## config.mk

```make
export PLATFORM = sky130hd
export DESIGN_NAME = clock_hold_adjust
export DESIGN_NICKNAME = d
export VERILOG_FILES = /design/src/logic/clk_hold_pkg.sv /design/src/logic/clock_hold_adjust.sv /design/src/logic/tick_gate.sv
export SDC_FILE = /design/constraint.sdc
export NUM_CORES = 1
export LEC_CHECK = 0
export CORE_MARGIN = 2
export CORE_UTILIZATION = 39
export DETAILED_ROUTE_END_ITERATION = 7
export DONT_BUFFER_PORTS = 1
export HOLD_SLACK_MARGIN = 0.12
export PLACE_DENSITY = 0.55
export SYNTH_ARGS = -nofsm -noshare
export SYNTH_HDL_FRONTEND = slang
export SYNTH_HIERARCHICAL = 1
export SYNTH_SLANG_ARGS = --single-unit
```

## constraint.sdc

```tcl
create_clock -name pclk -period 2.49 [get_ports pclk]
set_input_delay 0.6225 -clock pclk [delete_from_list [all_inputs] [get_ports pclk]]
set_output_delay 0.6225 -clock pclk [all_outputs]
set_load 0.01 [all_outputs]
```

## src/logic/clk_hold_pkg.sv

```systemverilog
// Purpose: shared constants for the counter hold and rounding adjust block
// Assumes: 100 MHz pclk, APB register access
// Notes:   offsets are byte addresses of 32-bit words
package clk_hold_pkg;
  localparam int unsigned CLK_HZ          = 100_000_000;
  localparam int unsigned TICK_HZ_DEF     = 1;
  // one second of pclk cycles
  localparam int unsigned TICK_CYCLES_DEF = CLK_HZ / TICK_HZ_DEF;
  // sub-second steps: 32768 per second, unused; the divider counts pclk cycles
  localparam int unsigned SUB_STEPS       = 32768;
  localparam int unsigned SUB_HALF        = SUB_STEPS / 2;

  localparam logic [7:0] OFF_CTRL1  = 8'h00;
  localparam logic [7:0] OFF_CTRL2  = 8'h04;
  localparam logic [7:0] OFF_SECS   = 8'h08;
  localparam logic [7:0] OFF_MINS   = 8'h0C;
  localparam logic [7:0] OFF_HOURS  = 8'h10;
  localparam logic [7:0] OFF_DAYS   = 8'h14;
  localparam logic [7:0] OFF_STATUS = 8'h18;
  localparam logic [7:0] OFF_IRQ_ST = 8'h1C;
  localparam logic [7:0] OFF_IRQ_EN = 8'h20;
  localparam logic [7:0] OFF_IRQ_CL = 8'h24;

  // control word 1 fields
  localparam int unsigned C1_STOP   = 0;
  localparam int unsigned C1_ADJUST = 1;
  localparam int unsigned C1_HOLD   = 3;
  // control word 2 fields
  localparam int unsigned C2_BUSY_OUT = 0;

  // interrupt bits
  localparam int unsigned IRQ_SECOND   = 0;
  localparam int unsigned IRQ_ADJ_DONE = 1;
  localparam int unsigned IRQ_W        = 2;

  localparam logic [5:0] SEC_MAX  = 6'h3B;
  localparam logic [5:0] MIN_MAX  = 6'h3B;
  localparam logic [4:0] HOUR_MAX = 5'h17;
  localparam logic [5:0] SEC_HALF = 6'h1E;

  typedef enum logic [2:0] {
    ADJ_IDLE  = 3'b000,
    ADJ_SEC   = 3'b001,
    ADJ_MIN   = 3'b010,
    ADJ_HOUR  = 3'b011,
    ADJ_DAY   = 3'b100
  } adj_state_t;
endpackage

```

## src/logic/clock_hold_adjust.sv

```systemverilog
// Purpose: time counter with halt, read hold and rounding adjust behind APB
// Assumes: one 100 MHz clock, host keeps its own setting discipline
// Notes:   time kept in binary fields, days counter is free-running
// Notes on behaviour
// - rounding adjust to nearest minute carries through every digit including days
// - busy stays high until the adjust carry has reached every digit
// - bit 3 of control word 1 is the hold-for-read bit
// - halt or hold bit blocks the 1 Hz tick from the counter
// - release within half a second loses no time
// - busy output mode drives busy on both pins, control word 2 unchanged
//
// The implementer's own choices: the address map and the APB slave port.
`timescale 1ns/1ps
module clock_hold_adjust #(
  parameter int unsigned TICK_CYCLES = clk_hold_pkg::TICK_CYCLES_DEF
) (
  // apb
  input  wire logic        pclk,
  input  wire logic        presetn,
  input  wire logic        psel,
  input  wire logic        penable,
  input  wire logic        pwrite,
  input  wire logic [7:0]  paddr,
  input  wire logic [31:0] pwdata,
  output logic      [31:0] prdata,
  output logic             pready,
  output logic             pslverr,
  // pins and interrupt
  output logic             alarm_pulse_pin,
  output logic             interval_timer_pin,
  output logic             irq
);
  import clk_hold_pkg::*;

  // one-cycle raw tick needs at least two cycles per second
  if (TICK_CYCLES < 2) begin : g_bad_cycles
    $error("clock_hold_adjust: TICK_CYCLES must be at least 2");
  end

  // ==========================================
  // state
  logic [3:0]  ctrl1_reg;
  logic [3:0]  ctrl2_reg;
  logic [5:0]  sec_reg;
  logic [5:0]  min_reg;
  logic [4:0]  hour_reg;
  logic [15:0] day_reg;
  logic [IRQ_W-1:0] irq_st_reg;
  logic [IRQ_W-1:0] irq_en_reg;
  adj_state_t  adj_reg;
  logic        tick;
  logic        raw_tick;
  logic        busy;
  logic        wr;
  logic        adj_req;
  logic        adj_done;
  logic        cnt_hold;

  assign wr       = psel && penable && pwrite;
  assign busy     = adj_reg != ADJ_IDLE;
  assign cnt_hold = ctrl1_reg[C1_STOP] || ctrl1_reg[C1_HOLD];
  assign adj_req  = wr && paddr == OFF_CTRL1 && pwdata[C1_ADJUST] && !busy;
  assign adj_done = adj_reg == ADJ_DAY;

  // ==========================================
  // tick gating
  tick_gate #(
    .CYCLES(TICK_CYCLES)
  ) u_gate (
    .pclk    (pclk),
    .presetn (presetn),
    .hold_in (cnt_hold),
    .accept  (!busy),
    .tick_out(tick),
    .raw_tick(raw_tick)
  );

  // ==========================================
  // control words
  always_ff @(posedge pclk or negedge presetn) begin
    if (!presetn) begin
      ctrl1_reg <= 4'h0;
      ctrl2_reg <= 4'h0;
    end else if (wr && paddr == OFF_CTRL1) begin
      ctrl1_reg <= {pwdata[3:2], 1'b0, pwdata[0]};
    end else if (wr && paddr == OFF_CTRL2) begin
      ctrl2_reg <= pwdata[3:0];
    end
  end

  // ==========================================
  // adjust sequencer, one digit group per cycle
  always_ff @(posedge pclk or negedge presetn) begin
    if (!presetn) begin
      adj_reg <= ADJ_IDLE;
    end else begin
      unique case (adj_reg)
        ADJ_IDLE: if (adj_req) adj_reg <= ADJ_SEC;
        ADJ_SEC:  adj_reg <= ADJ_MIN;
        ADJ_MIN:  adj_reg <= ADJ_HOUR;
        ADJ_HOUR: adj_reg <= ADJ_DAY;
        ADJ_DAY:  adj_reg <= ADJ_IDLE;
        default:  adj_reg <= ADJ_IDLE;
      endcase
    end
  end

  // ==========================================
  // time counter
  logic carry_reg;
  always_ff @(posedge pclk or negedge presetn) begin
    if (!presetn) begin
      sec_reg   <= '0;
      min_reg   <= '0;
      hour_reg  <= '0;
      day_reg   <= '0;
      carry_reg <= 1'b0;
    end else if (adj_reg == ADJ_SEC) begin
      carry_reg <= sec_reg >= SEC_HALF;
      sec_reg   <= '0;
    end else if (adj_reg == ADJ_MIN) begin
      if (carry_reg) begin
        carry_reg <= min_reg == MIN_MAX;
        min_reg   <= (min_reg == MIN_MAX) ? 6'h00 : min_reg + 6'h01;
      end
    end else if (adj_reg == ADJ_HOUR) begin
      if (carry_reg) begin
        carry_reg <= hour_reg == HOUR_MAX;
        hour_reg  <= (hour_reg == HOUR_MAX) ? 5'h00 : hour_reg + 5'h01;
      end
    end else if (adj_reg == ADJ_DAY) begin
      if (carry_reg) day_reg <= day_reg + 16'h0001;
      carry_reg <= 1'b0;
    end else if (wr && ctrl1_reg[C1_STOP]) begin
      // time writes honoured only while halted
      if (paddr == OFF_SECS && pwdata[5:0] <= SEC_MAX) sec_reg <= pwdata[5:0];
      if (paddr == OFF_MINS && pwdata[5:0] <= MIN_MAX) min_reg <= pwdata[5:0];
      if (paddr == OFF_HOURS && pwdata[4:0] <= HOUR_MAX) hour_reg <= pwdata[4:0];
      if (paddr == OFF_DAYS) day_reg <= pwdata[15:0];
    end else if (tick) begin
      if (sec_reg != SEC_MAX) begin
        sec_reg <= sec_reg + 6'h01;
      end else begin
        sec_reg <= '0;
        if (min_reg != MIN_MAX) begin
          min_reg <= min_reg + 6'h01;
        end else begin
          min_reg <= '0;
          if (hour_reg != HOUR_MAX) begin
            hour_reg <= hour_reg + 5'h01;
          end else begin
            hour_reg <= '0;
            day_reg  <= day_reg + 16'h0001;
          end
        end
      end
    end
  end

  // ==========================================
  // interrupts, set wins over clear
  always_ff @(posedge pclk or negedge presetn) begin
    if (!presetn) begin
      irq_st_reg <= '0;
      irq_en_reg <= '0;
    end else begin
      if (wr && paddr == OFF_IRQ_EN) irq_en_reg <= pwdata[IRQ_W-1:0];
      irq_st_reg <= (irq_st_reg & ~((wr && paddr == OFF_IRQ_CL) ? pwdata[IRQ_W-1:0] : '0))
                    | {adj_done, tick};
    end
  end

  // ==========================================
  // pins
  always_ff @(posedge pclk or negedge presetn) begin
    if (!presetn) begin
      alarm_pulse_pin    <= 1'b0;
      interval_timer_pin <= 1'b0;
      irq                <= 1'b0;
    end else begin
      irq <= |(irq_st_reg & irq_en_reg);
      if (ctrl2_reg[C2_BUSY_OUT]) begin
        alarm_pulse_pin    <= busy;
        interval_timer_pin <= busy;
      end else begin
        alarm_pulse_pin    <= 1'b0;
        interval_timer_pin <= raw_tick;
      end
    end
  end

  // ==========================================
  // apb read path, one wait-free access phase
  always_ff @(posedge pclk or negedge presetn) begin
    if (!presetn) begin
      prdata  <= '0;
      pready  <= 1'b0;
      pslverr <= 1'b0;
    end else begin
      pready  <= psel && !penable;
      pslverr <= 1'b0;
      if (psel && !penable) begin
        unique case (paddr)
          OFF_CTRL1:  prdata <= {28'h0, ctrl1_reg};
          OFF_CTRL2:  prdata <= {28'h0, ctrl2_reg};
          OFF_SECS:   prdata <= {26'h0, sec_reg};
          OFF_MINS:   prdata <= {26'h0, min_reg};
          OFF_HOURS:  prdata <= {27'h0, hour_reg};
          OFF_DAYS:   prdata <= {16'h0, day_reg};
          OFF_STATUS: prdata <= {30'h0, cnt_hold, busy};
          OFF_IRQ_ST: prdata <= {30'h0, irq_st_reg};
          OFF_IRQ_EN: prdata <= {30'h0, irq_en_reg};
          default: begin
            prdata  <= '0;
            pslverr <= !(paddr == OFF_IRQ_CL);
          end
        endcase
      end
    end
  end
endmodule

```

## src/logic/tick_gate.sv

```systemverilog
// Purpose: sub-second divider and 1 Hz tick gate with one pending tick
// Assumes: hold_in is synchronous to pclk
// Notes:   divider never stops, so a short hold loses no time
`timescale 1ns/1ps
module tick_gate #(
  parameter int unsigned CYCLES = clk_hold_pkg::TICK_CYCLES_DEF
) (
  // clock and reset
  input  wire logic pclk,
  input  wire logic presetn,
  // control
  input  wire logic hold_in,
  input  wire logic accept,
  // result
  output logic      tick_out,
  output logic      raw_tick
);
  import clk_hold_pkg::*;
  // divider needs a reload cycle and a counting cycle
  if (CYCLES < 2) begin : g_bad_cycles
    $error("tick_gate: CYCLES must be at least 2");
  end
  logic [31:0] div_reg;
  logic        pend_reg;

  // free-running divider
  always_ff @(posedge pclk or negedge presetn) begin
    if (!presetn) begin
      div_reg  <= '0;
      raw_tick <= 1'b0;
    end else if (div_reg == CYCLES - 1) begin
      div_reg  <= '0;
      raw_tick <= 1'b1;
    end else begin
      div_reg  <= div_reg + 32'h0000_0001;
      raw_tick <= 1'b0;
    end
  end

  // at most one tick waits while held
  always_ff @(posedge pclk or negedge presetn) begin
    if (!presetn) begin
      pend_reg <= 1'b0;
    end else if (raw_tick) begin
      pend_reg <= 1'b1;
    end else if (tick_out) begin
      pend_reg <= 1'b0;
    end
  end

  assign tick_out = pend_reg && !hold_in && accept;
endmodule
```

==> results.yml <==
detailed_routing:
  vias: 5360
  via_per_inst: 5.95
  dr.pass1.iters: 5
  drt_iter0_drc: 416
  drc: 0
  antenna_left: 0
  wl_per_cell_um: 18.7
  routed_wl_mm: 16.8
power_and_ir_drop:
  total_power_uw: 4410
  ir_worst_vdd_mv: 0.342
  p_leak_uw: 0.00282
  clockPowerShare_pct: 31.5
  net-switching-power_uw: 1380
  powerDensity_nw_per_um2: 635
  p_int_uw: 3040
  seq_power_share_pct: 43.4
  netSwitchingFraction_pct: 31.2
  p_comb_share_pct: 25.1
global_route:
  grt_max_degree: 104
  grt_pass1_wl_mm: 28.0
  grt.total_usage_pct: 20.8
  grt_pass1_vias: 5363
  grt_overflow: 0
  antenna_found_initial: 0
status:
  violations: "hold timing"
  status: "finished with violations"
setup_path:
  crit_path_end_kind: "flip-flop"
  crit_required_ns: 2.72
  cp.arrival_ns: 2.65
  cp_max_fo: 7
  path_class: "flip-flop to flip-flop"
  critPathLaunchType: "flip-flop"
sta:
  tightest_slew_ns: 0.679
  min_period_ns: 2.42
  timing.slew.headroom_pct: 54.4
  fmax_mhz: 414
  post-route-period-util_pct: 97.1
  setup_viol: 0
  clock_skew_ns: 0.0104
  whs_ns: -0.0376
  tns_ns: 0
  hold_viol_final: 103
  grt_setup_unrepaired: "false"
  drv_slew: 0
floorplanning:
  start_util_pct: 39.7
  die_x_um: 131
  num_io_pins: 82
  fp-row-count: 46
  die-area_um2: 17200
  core_area_um2: 15800
  die_h_um: 131
logic_synthesis:
  ys_top_cells_by_area: "dfrtp_1 (41%), nand2_1 (3.7%), nand3_1 (3.1%)"
  synth_cell_type_count: 86
  synth_ff_type: "dfrtp_1"
  post-synth-top-area-cell: "dfrtp_1"
  synth_top_area_share_pct: 41.0
  ys_seq_elements: 103
  avgSynthCellArea_um2: 9.51
  syn_area_um2: 6290
  seq_area_frac_synth_pct: 41.0
  ys_async_sr_fraction_pct: 100
  synth_warnings: 6
  syn_inst: 661
  synth_edf_count: 0
clock_network:
  ctsRootBufferMaster: "clkbuf_16"
  clock_latency_ns: 0.35
  cts_buffer_depth: 2
  clock_sinks: 103
  cts_tree: "built"
  clk_pin_slew_ns: 0.07
  cts_made_buffers: 9
  cts_max_level: 3
final_layout:
  largest_reg_flops: 32
  fin_nets: 732
  drive_above_1_share_pct: 17.2
  areaGrowthSynthToFinish_pct: 10.6
  stdcell_area_um2: 6950
  n_antenna_cell: 0
  fin_cells: 901
min_path:
  hp-class: "input pin to asynchronous set/reset pin"
placement:
  dpl.hpwl_mm: 12.2
  place_area_um2: 6630
  place_inst: 885
  gp_congestion: 0.944
  io_buffers: 0
flow_run:
  cap_violations: 0
[worst max-delay path, stage by stage (launching register included)]
cell and delay (ns):
dfrtp_1 0.37, or3_4 0.39, inv_2 0.07, nand2_2 0.08, nor2_4 0.09, nand3_2 0.10
o41a_4 0.56, buf_6 0.16, a21oi_4 0.16, mux2_4 0.31
[cell usage after synthesis (15+ instances only)]
| cell type | count |
|---|---|
| a21oi_1 | 35 |
| a22o_1 | 15 |
| buf_4 | 19 |
| dfrtp_1 | 103 |
| inv_1 | 16 |
| mux2_2 | 15 |
| nand2_1 | 62 |
| nand3_1 | 39 |
| nand4_1 | 18 |
| nor2_1 | 34 |
| nor3_1 | 22 |
| o21ai_0 | 34 |
[cells in the final DEF, fill, tap and decap left out, types with 4 or more instances in the layout]
cell / n
dfrtp_1: 103
nor2_1: 33
a21o_1: 6
clkbuf_16: 9
a22oi_1: 8
ha_1: 6
o21ai_0: 34
o31ai_1: 4
nor3_1: 22
o211ai_1: 8
and3_1: 8
xnor2_1: 8
nand4_1: 18
nor2b_1: 5
buf_4: 37
mux2_2: 14
a21oi_1: 35
nor3b_1: 6
a2bb2oi_1: 7
nand2b_1: 4
nor4b_1: 4
nor4_1: 9
nand2_1: 61
a221oi_2: 4
and2_1: 5
xor2_1: 13
inv_1: 15
o41ai_1: 4
o22ai_1: 8
a31oi_1: 7
or3_1: 6
o2bb2ai_1: 4
a22o_1: 15
or4_1: 6
nand3_1: 39
conb_1: 16
nor4_2: 5
o22a_1: 5
[through the flow]
step	hold slack [ns]	setup WS [ns]	utilization, %
6_report	-0.0376	0.0723	43.9
4_1_cts	-0.0535	0.0328	43.6
3_3_place_gp	0.330	0.0799	41.9
2_1_floorplan	0.327	0.0496	-
3_5_place_dp	0.331	0.0430	41.9
5_1_grt	-0.0583	0.00910	43.9
[cell type report]
class                   count  area, um2
clock buffers              11        233
clock inverters             4       47.5
fillers                  1553       8870
inverters                  16       60.1
multi-input cells         511       3450
flip-flops and latches    103       2580
well taps                 216        270
repair buffers             40        312
[logic make-up (layout without fill, tap and decap cells)]
group	Yosys count	count (layout)	share of synthesized area, %
compound gates	180	180	20.6
flops	103	103	41.0
simple gates	270	270	25.4
other cells	1	16	0.0596
mux	18	18	3.16
buf+inv	62	71	5.69
xor+xnor	21	21	2.93
fa+ha+maj	6	6	1.19
[path summary, 6_finish.rpt]
path	from	end	depth (start not counted)	slack (ns)
worst min-delay path	presetn	irq	0	-0.04
worst min register to register	u_gate/raw_tick	u_gate/pend_reg	1	0.48
worst max register to register	adj_reg[2]	day_reg[1]	9	0.07
max in group asynchronous	presetn	sec_reg[4]	0	2.36
worst max-delay path	adj_reg[2]	day_reg[1]	9	0.07
min in group pclk	pwdata[0]	day_reg[0]	1	0.41
[power by group through the flow]
stage | Clock [uW] | Combinational [uW] | Sequential (uW)
after floorplan | 0 | 719 | 1950
after global routing | 1510 | 1240 | 1930
after CTS | 1440 | 1070 | 1910
after detailed placement | 0 | 1070 | 1940
after global placement | 0 | 1050 | 1940
final | 1390 | 1110 | 1910
[routing by layer]
layer  global-route usage, %  vias up  share of wire [%]
met5                       0        -                  0
met4                    7.13        0                2.0
met3                    3.66       30                5.8
met2                    32.2      195                 46
met1                    29.3     2622                 46
li1                        -     2513                  -
[repair_timing]
item | 4_1_cts | 5_1_grt
hold endpoints to repair | 103 | 103
resized for setup | 0 | 10
setup endpoints to repair | 0 | 13
buffers inserted | 0 | 1
No activity file was read; power rests on OpenSTA's default activity.
